[config.mk]
export PLATFORM = sky130hd
export DESIGN_NAME = vref_ctrl
export DESIGN_NICKNAME = d
export VERILOG_FILES = /design/src/rtl/vref_pkg.sv /design/src/rtl/vref_cfg_if.sv /design/src/rtl/vref_ctrl.sv /design/src/rtl/vref_enable.sv
export SDC_FILE = /design/constraint.sdc
export NUM_CORES = 1
export LEC_CHECK = 0
export BUFFER_PORTS_ARGS = -buffer_cell sky130_fd_sc_hd__buf_4
export CORE_MARGIN = 10
export CORE_UTILIZATION = 37
export DETAILED_ROUTE_END_ITERATION = 7
export GPL_TIMING_DRIVEN = 0
export PLACE_DENSITY_LB_ADDON = 0.1
export SYNTH_ARGS = -nofsm -noshare
export SYNTH_HDL_FRONTEND = slang
export SYNTH_SLANG_ARGS = --single-unit
[constraint.sdc]
create_clock -name clk -period 0.8 [get_ports clk]
set_clock_uncertainty 0.05 [all_clocks]
set_input_delay 0.16 -clock clk [delete_from_list [all_inputs] [get_ports clk]]
set_output_delay 0.16 -clock clk [all_outputs]
set_load 0.05 [all_outputs]
[src/rtl/vref_pkg.sv]
// constants and types for the voltage reference control block
// Functional notes
// - A reference turns on by itself whenever its consumer requests it, with no software action at reset defaults.
// - Writing 1 to a force-on bit holds that reference on whatever the requests are.
// - The comparator level resets to the 1.024 V code and software may change it in the level select register.
// - Level codes 0x0..0x3 give 1.024, 2.048, 2.5 and 4.096 V, 0x7 gives supply, other codes are reserved.
// - Bit 2 of the force register keeps the memory reference on when set, else on demand.
// - Bit 1 of the force register keeps the converter reference on when set, else on demand.
// - Bit 0 of the force register keeps the comparator reference on when set, else on demand.
package vref_pkg;
  localparam int          ADDR_W          = 1;
  localparam int          DATA_W          = 8;
  localparam int          SEL_W           = 3;
  localparam int          FORCE_W         = 3;
  localparam logic [0:0]  OFS_LEVEL       = 1'h0;
  localparam logic [0:0]  OFS_FORCE       = 1'h1;
  localparam logic [2:0]  LEVEL_RESET     = 3'h0;
  localparam logic [2:0]  FORCE_RESET     = 3'h0;
  localparam int          BIT_COMPARATOR  = 0;
  localparam int          BIT_CONVERTER   = 1;
  localparam int          BIT_MEMORY      = 2;

  // ****************************************
  // level codes
  // ****************************************
  typedef enum logic [2:0] {
    LVL_1V024 = 3'h0,
    LVL_2V048 = 3'h1,
    LVL_2V500 = 3'h2,
    LVL_4V096 = 3'h3,
    LVL_SUPPLY = 3'h7
  } level_t;
endpackage : vref_pkg

[src/rtl/vref_cfg_if.sv]
// carrier between register file and enable logic
`timescale 1ns/10ps
interface vref_cfg_if;
  logic [vref_pkg::FORCE_W-1:0] force_bits;
  logic [vref_pkg::FORCE_W-1:0] req;
  logic [vref_pkg::FORCE_W-1:0] enable;
  modport regs (output force_bits, output req, input enable);
  modport gate (input force_bits, input req, output enable);
endinterface : vref_cfg_if

[src/rtl/vref_ctrl.sv]
// voltage reference control: register file and reference enables
`timescale 1ns/10ps
module vref_ctrl (
  // clock and reset
  input  wire logic                           clk,
  input  wire logic                           rstn,
  // register port
  input  wire logic [vref_pkg::ADDR_W-1:0]    addr,
  input  wire logic [vref_pkg::DATA_W-1:0]    wdata,
  input  wire logic                           wr,
  input  wire logic                           rd,
  output logic      [vref_pkg::DATA_W-1:0]    rdata,
  // consumer requests
  input  wire logic                           comparator_req,
  input  wire logic                           converter_req,
  input  wire logic                           memory_req,
  // reference enables and level
  output logic                                comparator_ref_en,
  output logic                                converter_ref_en,
  output logic                                memory_ref_en,
  output logic      [vref_pkg::SEL_W-1:0]     comparator_level_select
);
  import vref_pkg::*;

  // ****************************************
  // state
  // ****************************************
  typedef struct packed {
    logic [SEL_W-1:0]   level_r;
    logic [FORCE_W-1:0] force_r;
    logic [DATA_W-1:0]  rdata_r;
  } ctrl_state_t;

  ctrl_state_t st_r;
  ctrl_state_t st_nxt;
  vref_cfg_if  cfg ();

  function automatic logic [DATA_W-1:0] zext(input logic [FORCE_W-1:0] v);
    zext = {{(DATA_W-FORCE_W){1'b0}}, v};
  endfunction : zext

  // ****************************************
  // address decode
  // ****************************************
  function automatic logic hit_level(input logic [ADDR_W-1:0] a);
    hit_level = (a == OFS_LEVEL);
  endfunction : hit_level

  function automatic logic hit_force(input logic [ADDR_W-1:0] a);
    hit_force = (a != OFS_LEVEL);
  endfunction : hit_force

  // ****************************************
  // level decode
  // ****************************************
  function automatic logic level_reserved(input logic [SEL_W-1:0] code);
    unique case (code)
      LVL_1V024,
      LVL_2V048,
      LVL_2V500,
      LVL_4V096,
      LVL_SUPPLY: level_reserved = 1'b0;
      default:    level_reserved = 1'b1;
    endcase
  endfunction : level_reserved

  // ****************************************
  // register access
  // ****************************************
  always_comb begin
    st_nxt         = st_r;
    st_nxt.rdata_r = '0;
    if (wr) begin
      if (hit_level(addr)) begin
        st_nxt.level_r = wdata[SEL_W-1:0];
      end else begin
        st_nxt.force_r = wdata[FORCE_W-1:0];
      end
    end
    if (rd) begin
      if (hit_level(addr)) begin
        st_nxt.rdata_r = zext(st_r.level_r);
      end else begin
        st_nxt.rdata_r = zext(st_r.force_r);
      end
    end
  end

  always_ff @(posedge clk or negedge rstn) begin
    if (!rstn) begin
      st_r <= '{level_r: LEVEL_RESET, force_r: FORCE_RESET, rdata_r: '0};
    end else begin
      st_r <= st_nxt;
    end
  end

  // ****************************************
  // enables
  // ****************************************
  assign cfg.force_bits               = st_r.force_r;
  assign cfg.req[BIT_COMPARATOR]      = comparator_req;
  assign cfg.req[BIT_CONVERTER]       = converter_req;
  assign cfg.req[BIT_MEMORY]          = memory_req;

  vref_enable u_enable (
    .clk  (clk),
    .rstn (rstn),
    .cfg  (cfg.gate)
  );

  assign comparator_ref_en       = cfg.enable[BIT_COMPARATOR];
  assign converter_ref_en        = cfg.enable[BIT_CONVERTER];
  assign memory_ref_en           = cfg.enable[BIT_MEMORY];
  assign comparator_level_select = st_r.level_r;
  assign rdata                   = st_r.rdata_r;

  // ****************************************
  // checks
  // ****************************************
  a_level_write_lands: assert property (@(posedge clk) disable iff (!rstn)
    (wr && addr == OFS_LEVEL) |=> (comparator_level_select == $past(wdata[SEL_W-1:0])))
    else $error("level write not stored");
  a_level_read_back: assert property (@(posedge clk) disable iff (!rstn)
    (rd && addr == OFS_LEVEL) |=> (rdata == zext($past(comparator_level_select))))
    else $error("level readback wrong");
  a_upper_bits_zero: assert property (@(posedge clk) disable iff (!rstn)
    (rd && addr == OFS_LEVEL) |=> (rdata[DATA_W-1:SEL_W] == '0))
    else $error("upper bits not zero");
  a_memory_force_on: assert property (@(posedge clk) disable iff (!rstn)
    (wr && addr == OFS_FORCE && wdata[BIT_MEMORY]) |=> ##1 memory_ref_en)
    else $error("memory force ignored");
  a_converter_force_on: assert property (@(posedge clk) disable iff (!rstn)
    (wr && addr == OFS_FORCE && wdata[BIT_CONVERTER]) |=> ##1 converter_ref_en)
    else $error("converter force ignored");
  a_comparator_force_on: assert property (@(posedge clk) disable iff (!rstn)
    (wr && addr == OFS_FORCE && wdata[BIT_COMPARATOR]) |=> ##1 comparator_ref_en)
    else $error("comparator force ignored");
  a_request_enables: assert property (@(posedge clk) disable iff (!rstn)
    comparator_req |=> comparator_ref_en)
    else $error("request not honoured");
  a_enable_has_cause: assert property (@(posedge clk) disable iff (!rstn)
    $rose(converter_ref_en) |-> $past(converter_req || st_r.force_r[BIT_CONVERTER]))
    else $error("converter enable without cause");
  a_idle_no_read: assert property (@(posedge clk) disable iff (!rstn)
    !rd |=> (rdata == '0))
    else $error("read data outside read slot");

  // ****************************************
  // register port checks
  // ****************************************
  a_force_write_lands: assert property (@(posedge clk) disable iff (!rstn)
    (wr && hit_force(addr)) |=> (st_r.force_r == $past(wdata[FORCE_W-1:0])))
    else $error("force write not stored");
  a_force_read_back: assert property (@(posedge clk) disable iff (!rstn)
    (rd && hit_force(addr)) |=> (rdata == zext($past(st_r.force_r))))
    else $error("force readback wrong");
  a_force_upper_zero: assert property (@(posedge clk) disable iff (!rstn)
    (rd && hit_force(addr)) |=> (rdata[DATA_W-1:FORCE_W] == '0))
    else $error("force upper bits not zero");
  a_level_kept: assert property (@(posedge clk) disable iff (!rstn)
    !(wr && hit_level(addr)) |=> $stable(comparator_level_select))
    else $error("level changed without write");
  a_force_kept: assert property (@(posedge clk) disable iff (!rstn)
    !(wr && hit_force(addr)) |=> $stable(st_r.force_r))
    else $error("force bits changed without write");
  a_force_keeps_level: assert property (@(posedge clk) disable iff (!rstn)
    (wr && hit_force(addr)) |=> $stable(comparator_level_select))
    else $error("force write moved level");
  a_level_keeps_force: assert property (@(posedge clk) disable iff (!rstn)
    (wr && hit_level(addr)) |=> $stable(st_r.force_r))
    else $error("level write moved force bits");
  a_reserved_stored: assert property (@(posedge clk) disable iff (!rstn)
    (wr && hit_level(addr) && level_reserved(wdata[SEL_W-1:0]))
    |=> (comparator_level_select == $past(wdata[SEL_W-1:0])))
    else $error("reserved level not stored");
  a_read_no_effect: assert property (@(posedge clk) disable iff (!rstn)
    (rd && !wr)
    |=> ($stable(st_r.level_r) && $stable(st_r.force_r)))
    else $error("read changed a register");

  // ****************************************
  // request and cause checks
  // ****************************************
  a_converter_request: assert property (@(posedge clk) disable iff (!rstn)
    converter_req |=> converter_ref_en)
    else $error("converter request not honoured");
  a_memory_request: assert property (@(posedge clk) disable iff (!rstn)
    memory_req |=> memory_ref_en)
    else $error("memory request not honoured");
  a_comparator_cause: assert property (@(posedge clk) disable iff (!rstn)
    $rose(comparator_ref_en)
    |-> $past(comparator_req || st_r.force_r[BIT_COMPARATOR]))
    else $error("comparator enable without cause");
  a_memory_cause: assert property (@(posedge clk) disable iff (!rstn)
    $rose(memory_ref_en)
    |-> $past(memory_req || st_r.force_r[BIT_MEMORY]))
    else $error("memory enable without cause");
  a_enables_match: assert property (@(posedge clk) disable iff (!rstn)
    1'b1
    |=> ({memory_ref_en, converter_ref_en, comparator_ref_en} == $past(cfg.req | st_r.force_r)))
    else $error("enables differ from request or force");

  // ****************************************
  // release checks
  // ****************************************
  a_memory_auto_off: assert property (@(posedge clk) disable iff (!rstn)
    (!memory_req && !st_r.force_r[BIT_MEMORY]) |=> !memory_ref_en)
    else $error("memory reference on with no cause");
  a_converter_auto_off: assert property (@(posedge clk) disable iff (!rstn)
    (!converter_req && !st_r.force_r[BIT_CONVERTER]) |=> !converter_ref_en)
    else $error("converter reference on with no cause");
  a_comparator_auto_off: assert property (@(posedge clk) disable iff (!rstn)
    (!comparator_req && !st_r.force_r[BIT_COMPARATOR]) |=> !comparator_ref_en)
    else $error("comparator reference on with no cause");

  // ****************************************
  // cover points
  // ****************************************
  c_forced_memory:   cover property (@(posedge clk) disable iff (!rstn) memory_ref_en && !memory_req);
  c_supply_level:    cover property (@(posedge clk) disable iff (!rstn) comparator_level_select == LVL_SUPPLY);
  c_req_then_off:    cover property (@(posedge clk) disable iff (!rstn) converter_ref_en ##1 !converter_ref_en);
  c_reserved_stored: cover property (@(posedge clk) disable iff (!rstn) level_reserved(comparator_level_select));
  c_all_forced:      cover property (@(posedge clk) disable iff (!rstn) &st_r.force_r);
endmodule : vref_ctrl

[src/rtl/vref_enable.sv]
// request and force combiner for the three references
`timescale 1ns/10ps
module vref_enable (
  // clock and reset
  input  wire logic clk,
  input  wire logic rstn,
  // configuration
  vref_cfg_if.gate  cfg
);
  import vref_pkg::*;

  typedef struct packed {
    logic [FORCE_W-1:0] en_r;
  } en_state_t;

  en_state_t st_r;
  en_state_t st_nxt;

  always_comb begin
    st_nxt      = st_r;
    st_nxt.en_r = cfg.req | cfg.force_bits;
  end

  always_ff @(posedge clk or negedge rstn) begin
    if (!rstn) begin
      st_r <= '0;
    end else begin
      st_r <= st_nxt;
    end
  end

  assign cfg.enable = st_r.en_r;

  a_force_holds_on: assert property (@(posedge clk) disable iff (!rstn)
    (cfg.force_bits != '0) |=> ((cfg.enable & $past(cfg.force_bits)) == $past(cfg.force_bits)))
    else $error("forced reference not on");
  a_idle_goes_off: assert property (@(posedge clk) disable iff (!rstn)
    ((cfg.req | cfg.force_bits) == '0) |=> (cfg.enable == '0))
    else $error("reference on with no cause");
endmodule : vref_enable

==> out/metrics.yaml, run 1 <==
clkSinkCount: 12
nNetsFinal: 81
drc_errors: 0
cp.arrival_ns: 0.85
die_w_um: 58.0
die_y_um: 58.0
rows: 13
routed_wirelength_um: 1040
timing_hold_violations_final: 0
syn_avg_cell_area_um2: 14.9
vdd_drop_max_mv: 0.902
drtPass1Iterations: 1
slowest_stage: "dfrtp_2"
slew_viol_final: 0
n_antenna_cell: 0
grt-ovfl-total: 0
yosysSeqAreaShare: 0.561
dr_total_vias: 317
status: "complete, but fails checks"
routabilityCongestion: 0.679
core-area_um2: 1330
port_buffers: 18
die-area_um2: 3370
period_share: 1.33
grt_pass1_wl_um: 1700
crit_family: "flip-flops"
vias_per_cell: 4.01
fin_ws_ns: -0.260
wl_per_cell_um: 13.2
worstPathRequired_ns: 0.59
antenna_found_initial: 0
path_clk_slew_ns: 0.08
setup_viol: 16
grt_usage: 0.0671
layout-drive-gt1-share: 0.656
ys_ff_latch: 12
grt_pass1_vias: 387
crit_buf_inv: 1
rsz0062_at_grt: "true"
synth_area_leaders: "dfrtp_1 56%, mux2_4 17%, buf_4 7.0%"
final_util: 0.611
dr.first_iter.drc_count: 0
yosys.area.top_type_share: 0.561
leakage_nw: 0.408
clock_latency_ns: 0.26
register_area_um2: 304
grt_max_degree: 13
syn-instance-count: 36
maxCapViolCount: 0
dpl.hpwl_um: 799
cts.path.max_buffers: 2
multi_input_comb_area_um2: 218
finalCriticalPeriod_ns: 1.06
htreeDepth: 1
hp-class: "in2reg"
cts_tree: "yes"
nFillCells: 110
critPathLaunchType: "flip-flop"
synth_area_leader_cell: "dfrtp_1"
worstSetupEndpointType: "output pin"
power_density_nw_per_um2: 2150
critPathKind: "reg2out"
synth_area_um2: 536
cts_root_buffer: "clkbuf_4"
start_util: 0.402
pin_count: 30
fmax_ghz: 0.943
total_power_mw: 1.75
cts_buffers: 3
yosysWarnings: 0
worstPathCellList: "buf_6"
violations: "setup timing"
ant_nets: 0
slowest_delay_ns: 0.43
crit_path_max_fanout: 3
syn2layout_area_growth_pct: 52.1
ys_types: 10
cell usage in the layout (no fill, tap or decap):
master	Yosys	layout
buf_4	5	14
buf_6	1	10
dfrtp_1	12	9
mux2_4	6	6
conb_1	1	5
mux2i_1	3	3
nor2b_1	3	3
or2_4	0	3
clkbuf_4	0	3
dfrtp_2	0	3
buf_12	0	1
nor2b_4	1	1
nand2_8	0	1
clkbuf_1	0	1
dlygate4sd3_1	0	1
worst register-to-register path, stage by stage (launching register included):
cell     delay, ns
dfrtp_2       0.42
buf_6         0.12
mux2_4        0.25
registers in the layout, summed over array words and instances, names as in the netlist:
name,count
u_enable.cfg.enable,3
comparator_level_select,3
cfg.force_bits,3
rdata,3
synthesized netlist by cell type (all sizes together):
library cell,count
nor2b,4
buf,6
dfrtp,12
mux2i,3
or2,3
conb,1
mux2,6
nand2,1
metrics by stage:
stage                     hold slack (ns)  cell area (um2)  setup TNS (ns)  worst slack [ns]  std cells
after detailed placement          -0.0452              733          -0.547            -0.158         73
after global placement            -0.0476              733          -0.539            -0.157         73
after CTS                          0.0331              815           -2.47            -0.267         79
after floorplan                    -0.186              579          -0.719            -0.165         40
final                              0.0387              815           -2.38            -0.260         79
after global routing               0.0344              815           -2.86            -0.293         79
report_power, final:
part           internal, mW  switching [mW]  total (mW)
Clock                 0.193           0.188       0.380
Sequential            0.688          0.0560       0.744
Combinational         0.282           0.342       0.625
Total                  1.16           0.586        1.75
area by class of cell:
class,count,share of cell area
repair buffers,20,0.233
well taps,15,0.0230
flip-flops and latches,12,0.373
plain buffers,6,0.0707
multi-input cells,22,0.267
clock buffers,4,0.0323
path summary, 6_finish.rpt:
kind	from	to	slack, ns	cells past startpoint
max	comparator_level_select[2]$_DFFE_PN0P_	comparator_level_select[2]	-0.26	1
min	comparator_req	u_enable.cfg.enable[0]$_DFF_PN0_	0.04	2
max reg2reg	comparator_level_select[0]$_DFFE_PN0P_	comparator_level_select[0]$_DFFE_PN0P_	-0.15	2
min reg2reg	cfg.force_bits[1]$_DFFE_PN0P_	u_enable.cfg.enable[1]$_DFF_PN0_	0.47	1
max in group asynchronous	rstn	comparator_level_select[1]$_DFFE_PN0P_	0.32	2
min in group asynchronous	rstn	u_enable.cfg.enable[0]$_DFF_PN0_	0.21	2
per-layer routing:
metal,vias up,global-route usage,wire (um)
met5,-,0,0
li1,160,-,-
met3,2,0.0261,108
met1,140,0.0656,413
met2,15,0.0982,483
met4,0,0.0805,34
repair_timing:
item,4_1_cts,5_1_grt
setup endpoints to repair,18,21
hold buffers,1,0
hold endpoints to repair,12,0
pin swaps,3,0
setup buffers,1,0
resized for setup,10,0
kinds of logic after synthesis:
logic type,after synthesis,share of synthesized area
buffers and inverters,6,0.0911
DFF,12,0.561
muxes,9,0.224
other,1,0.00700
and+or+nand+nor,8,0.117
Note: power is estimated with default switching activity, not from simulation.
==> run 2, diff against run 1 <==
- PLACE_DENSITY: unset -> 0.72
- PLACE_DENSITY_LB_ADDON: 0.1 -> unset
==> run 2 against run 1 <==
Net effect: the flow still finishes with violations (setup timing); first-iteration DRC count up 2; via count is 6.0% higher; utilization up 1.6 points; global-route usage grew 0.14 points; critical path depth stayed put.
==> out/metrics.yaml, run 2 (same netlist as run 1, synthesis figures left out) <==
status: "complete, but fails checks"  # unchanged
violations: "setup timing"  # unchanged
drtPass1Iterations: 2  # was 1
p_seq_frac: 0.401  # was 0.425
maxCapViolCount: 0  # unchanged
die_w_um: 58.0  # unchanged
reg2reg_from: "comparator_level_select[0]$_DFFE_PN0P_"  # unchanged
worstPathRequired_ns: 0.59  # about the same
n_antenna_cell: 0  # unchanged
layout-drive-gt1-share: 0.677  # was 0.656
antenna_found_initial: 0  # unchanged
slowest_delay_ns: 0.42  # was 0.43 ns
path_clk_slew_ns: 0.08  # about the same
dpl.hpwl_um: 840  # was 799 um
critPathLaunchType: "flip-flop"  # unchanged
crit_buf_inv: 1  # unchanged
drc_errors: 0  # unchanged
htreeDepth: 1  # unchanged
switching_share: 0.320  # was 0.335
worstSetupEndpointType: "output pin"  # unchanged
dr.first_iter.drc_count: 2  # was 0
placed_cell_area_um2: 733  # unchanged
min_path_cells: 2  # unchanged
port_buffers: 18  # unchanged
setup_viol: 17  # was 16
r2r_slack_ns: -0.16  # was -0.15 ns
period_share: 1.32  # was 1.33
whs_endpoint: "u_enable.cfg.enable[0]$_DFF_PN0_"  # unchanged
cp.depth: 1  # unchanged
pin_count: 30  # unchanged
fmax_ghz: 0.945  # was 0.943 GHz
cts_buffers: 3  # unchanged
comb_power_share: 0.348  # was 0.357
vias_per_cell: 4.20  # was 4.01
leakage_nw: 0.420  # was 0.408 nW
cp.arrival_ns: 0.85  # about the same
hp-class: "in2reg"  # unchanged
ant_nets: 0  # unchanged
vdd_drop_max_mv: 0.899  # was 0.902 mV
die-area_um2: 3370  # unchanged
routabilityCongestion: 0.687  # was 0.679
finalCriticalPeriod_ns: 1.06  # about the same
setup_tns_ns: -2.55  # was -2.38 ns
mostFrequentLayoutCells: "14 x buf_4, 11 x buf_6, 9 x dfrtp_1, 6 x mux2_4, 5 x conb_1"  # was 14 x buf_4, 10 x buf_6, 9 x dfrtp_1, 6 x mux2_4, 5 x conb_1
grt-ovfl-total: 0  # unchanged
grt_usage: 0.0685  # was 0.0671
power.net_switching_mw: 0.592  # was 0.586 mW
wl_per_cell_um: 12.8  # was 13.2 um
slowest_stage: "dfrtp_2"  # unchanged
cts_root_buffer: "clkbuf_4"  # unchanged
clkPwrFrac: 0.252  # was 0.218
core-area_um2: 1330  # unchanged
fin_ws_ns: -0.259  # was -0.260 ns
crit_family: "flip-flops"  # unchanged
cts_tree: "yes"  # unchanged
clkSinkCount: 12  # unchanged
p_int_mw: 1.26  # was 1.16 mW
grt_pass1_wl_um: 1750  # was 1700 um
clock_latency_ns: 0.27  # was 0.26 ns
crit_path_max_fanout: 3  # unchanged
routed_wirelength_um: 1020  # was 1040 um
critPathKind: "reg2out"  # unchanged
rows: 13  # unchanged
dr_total_vias: 336  # was 317
worstPathCellList: "buf_6"  # unchanged
grt_max_degree: 13  # unchanged
syn2layout_area_growth_pct: 56.1  # was 52.1%
rr_worst_depth: 2  # unchanged
slew_viol_final: 0  # unchanged
grt_pass1_vias: 392  # was 387
start_util: 0.402  # unchanged
timing_hold_violations_final: 0  # unchanged
final_common_cell: "buf_4"  # unchanged
cts.path.max_buffers: 2  # unchanged
power_density_nw_per_um2: 2220  # was 2150 nW/um2
die_y_um: 58.0  # unchanged
final_cell_area_um2: 836  # was 815 um2
final_util: 0.627  # was 0.611
nNetsFinal: 82  # was 81
r2r_end: "comparator_level_select[0]$_DFFE_PN0P_"  # unchanged
worstHoldStart: "comparator_req"  # unchanged
rsz0062_at_grt: "true"  # unchanged
==> run 2: changes by cell type in the layout (fill, tap and decap cells not counted) <==
cell      previous run  this run
buf_6               10        11
clkbuf_1             1         0
clkbuf_8             0         1
==> run 2: area by class of cell <==
| type | instances | area [um2] |
|---|---|---|
| buffer | 6 | 57.6 |
| clock buffer | 4 | 36.3 |
| fill | 108 | 498 |
| multi-input combinational | 22 | 218 |
| sequential | 12 | 304 |
| tap | 15 | 18.8 |
| timing repair buffer | 21 | 201 |
==> run 2: stage by stage <==
stage	setup WS [ns]	cells	hold slack [ns]	power, mW
2_1_floorplan	-0.165	40	-0.186	1.15
3_3_place_gp	-0.163	73	-0.0491	1.31
3_5_place_dp	-0.158	73	-0.0469	1.32
4_1_cts	-0.277	80	0.0235	1.88
5_1_grt	-0.295	80	0.0273	1.95
6_report	-0.259	80	0.0362	1.85
==> run 2: repair_timing <==
item / in CTS / in global routing
hold endpoints to repair: 12 / 0
resized for setup: 11 / 0
buffers inserted: 2 / 0
pin swaps: 3 / 0
hold buffers: 1 / 0
setup endpoints to repair: 18 / 20
==> run 2: power groups by stage <==
stage          Sequential (mW)  Combinational (mW)  Clock [mW]
2_1_floorplan            0.932               0.220           0
3_3_place_gp             0.742               0.570           0
3_5_place_dp             0.748               0.574           0
4_1_cts                  0.744               0.648       0.492
5_1_grt                  0.753               0.679       0.517
6_report                 0.742               0.643       0.466
==> run 2: worst max-delay path by stage <==
| stage | from | to | slack [ns] |
|---|---|---|---|
| after global routing | comparator_level_select[1]$_DFFE_PN0P_ | comparator_level_select[1] | -0.29 |
| after floorplan | comparator_level_select[0]$_DFFE_PN0P_ | comparator_level_select[0]$_DFFE_PN0P_ | -0.17 |
| after detailed placement | wr | comparator_level_select[0]$_DFFE_PN0P_ | -0.16 |
| after global placement | wr | comparator_level_select[1]$_DFFE_PN0P_ | -0.16 |
| after CTS | comparator_level_select[1]$_DFFE_PN0P_ | comparator_level_select[1] | -0.28 |
| final | comparator_level_select[1]$_DFFE_PN0P_ | comparator_level_select[1] | -0.26 |
==> run 2: metal layers <==
layer / share of wire / global-route usage / vias to the layer above
li1: - / - / 164
met1: 0.38 / 0.0645 / 154
met2: 0.48 / 0.106 / 16
met3: 0.13 / 0.0436 / 2
met4: 0.0069 / 0.0503 / 0
met5: 0 / 0 / -
==> run 3, diff against run 2 <==
- SETUP_SLACK_MARGIN: unset -> 0.05
- SLEW_MARGIN: unset -> 10
- clock period: 0.8 -> 0.9 ns (I/O delays scaled with it)
==> run 3 against run 2 <==
Net effect: the run still ends with setup timing left; cell count grew 1.3%; clock-buffer cell count is the same; cell area shrank 2.7%; via count grew 2.4%; flip-flop and latch count is the same; setup slack gained 0.088 ns; highest routed layer unchanged.
==> out/metrics.yaml, run 3 (same netlist as run 1, synthesis figures left out) <==
ant_nets: 0  # unchanged
multi_input_comb_area_um2: 206  # was 218 um2
critPathLaunchType: "flip-flop"  # unchanged
mostFrequentLayoutCells: "15 x buf_4, 12 x buf_6, 9 x dfrtp_1, 6 x mux2_4, 5 x conb_1"  # was 14 x buf_4, 11 x buf_6, 9 x dfrtp_1, 6 x mux2_4, 5 x conb_1
path_clk_slew_ns: 0.07  # was 0.08 ns
die-area_um2: 3370  # unchanged
hp-class: "in2reg"  # unchanged
holdWs_ns: 0.0483  # was 0.0362 ns
period_share: 1.19
vias_per_cell: 4.25  # was 4.20
worstPathRequired_ns: 0.67  # was 0.59 ns
vdd_drop_max_mv: 0.719  # was 0.899 mV
power.net_switching_mw: 0.520  # was 0.592 mW
core-area_um2: 1330  # unchanged
violations: "setup timing"  # unchanged
cts_tree: "yes"  # unchanged
p_seq_frac: 0.422  # was 0.401
clkPwrFrac: 0.212  # was 0.252
leakage_nw: 0.418  # was 0.420 nW
fin_ws_ns: -0.170  # was -0.259 ns
routabilityCongestion: 0.671  # was 0.687
timing_hold_violations_final: 0  # unchanged
port_buffers: 18  # unchanged
nFillCells: 105  # was 108
slowest_delay_ns: 0.42  # about the same
register_area_um2: 304  # unchanged
worstPathCellList: "buf_6"  # unchanged
crit_path_max_fanout: 2  # was 3
rows: 13  # unchanged
grt_usage: 0.0711  # was 0.0685
die_y_um: 58.0  # unchanged
cp.arrival_ns: 0.84  # was 0.85 ns
layout-drive-gt1-share: 0.667  # was 0.677
status: "complete, but fails checks"  # unchanged
rr_worst_depth: 2  # unchanged
grt_max_degree: 13  # unchanged
setup_tns_ns: -1.41  # was -2.55 ns
final_cell_area_um2: 813  # was 836 um2
critPathKind: "reg2out"  # unchanged
fmax_ghz: 0.934
setup_viol: 13  # was 17
nNetsFinal: 83  # was 82
pin_count: 30  # unchanged
worstSetupEndpointType: "output pin"  # unchanged
n_antenna_cell: 0  # unchanged
htreeDepth: 1  # unchanged
worstHoldStart: "converter_req"  # was comparator_req
grt-ovfl-total: 0  # unchanged
syn2layout_area_growth_pct: 51.9  # was 56.1%
cts.path.max_buffers: 2  # unchanged
total_power_mw: 1.56  # was 1.85 mW
antenna_found_initial: 0  # unchanged
slowest_stage: "dfrtp_2"  # unchanged
cts_buffers: 3  # unchanged
power_density_nw_per_um2: 1920  # was 2220 nW/um2
dr_total_vias: 344  # was 336
finalCriticalPeriod_ns: 1.07
min_path_cells: 2  # unchanged
grt_pass1_wl_um: 1870  # was 1750 um
routed_wirelength_um: 1090  # was 1020 um
drc_errors: 0  # unchanged
start_util: 0.402  # unchanged
crit_buf_inv: 1  # unchanged
r2r_end: "comparator_level_select[1]$_DFFE_PN0P_"  # was comparator_level_select[0]$_DFFE_PN0P_
reg2reg_from: "comparator_level_select[1]$_DFFE_PN0P_"  # was comparator_level_select[0]$_DFFE_PN0P_
dpl.hpwl_um: 853  # was 840 um
maxCapViolCount: 0  # unchanged
final_common_cell: "buf_4"  # unchanged
crit_family: "flip-flops"  # unchanged
grt_pass1_vias: 402  # was 392
wl_per_cell_um: 13.5  # was 12.8 um
dr.first_iter.drc_count: 0  # was 2
clock_latency_ns: 0.27  # about the same
clkSinkCount: 12  # unchanged
p_int_mw: 1.04  # was 1.26 mW
whs_endpoint: "u_enable.cfg.enable[1]$_DFF_PN0_"  # was u_enable.cfg.enable[0]$_DFF_PN0_
slew_viol_final: 0  # unchanged
rsz0062_at_grt: "true"  # unchanged
drtPass1Iterations: 1  # was 2
switching_share: 0.332  # was 0.320
die_w_um: 58.0  # unchanged
cts_root_buffer: "clkbuf_4"  # unchanged
placed_cell_area_um2: 708  # was 733 um2
comb_power_share: 0.367  # was 0.348
r2r_slack_ns: -0.07  # was -0.16 ns
-- run 3: how the worst max path moves through the flow --
stage / startpoint / end / depth (start not counted)
floorplan: comparator_level_select[0]$_DFFE_PN0P_ / comparator_level_select[0]$_DFFE_PN0P_ / 1
global placement: wr / comparator_level_select[1]$_DFFE_PN0P_ / 3
detailed placement: wr / comparator_level_select[2]$_DFFE_PN0P_ / 3
CTS: comparator_level_select[1]$_DFFE_PN0P_ / comparator_level_select[1] / 1
global route: comparator_level_select[1]$_DFFE_PN0P_ / comparator_level_select[1] / 1
finish: comparator_level_select[2]$_DFFE_PN0P_ / comparator_level_select[2] / 1
-- run 3: per-stage QoR --
| step | setup slack (ns) | util | cells |
|---|---|---|---|
| after detailed placement | -0.0565 | 0.531 | 73 |
| after CTS | -0.186 | 0.610 | 81 |
| final | -0.170 | 0.610 | 81 |
| after global placement | -0.0579 | 0.531 | 73 |
| after global routing | -0.205 | 0.610 | 81 |
| after floorplan | -0.0650 | - | 40 |
-- run 3: final cells by class --
class / count / share of cell area
buffer: 6 / 0.0600
clock buffer: 4 / 0.0323
multi-input combinational: 22 / 0.254
sequential: 12 / 0.374
tap: 15 / 0.0231
timing repair buffer: 22 / 0.257
-- run 3: metal layers --
| metal | vias up | wire (um) | GRT usage |
|---|---|---|---|
| li1 | 167 | - | - |
| met1 | 157 | 429 | 0.0743 |
| met2 | 18 | 500 | 0.101 |
| met3 | 2 | 156 | 0.0458 |
| met4 | 0 | 6 | 0.0503 |
| met5 | - | 0 | 0 |
-- run 3: power groups by stage --
stage	Combinational (mW)	Sequential [mW]	Clock, mW
finish	0.573	0.660	0.331
global route	0.607	0.669	0.363
CTS	0.578	0.660	0.349
detailed placement	0.494	0.663	0
global placement	0.488	0.658	0
floorplan	0.180	0.827	0
-- run 3: repair_timing --
action / in CTS / in global routing
gates resized for setup: 13 / 0
setup buffers: 3 / 0
endpoints found under the hold margin: 12 / 0
endpoints found under the setup margin: 11 / 16
hold buffers: 1 / 0
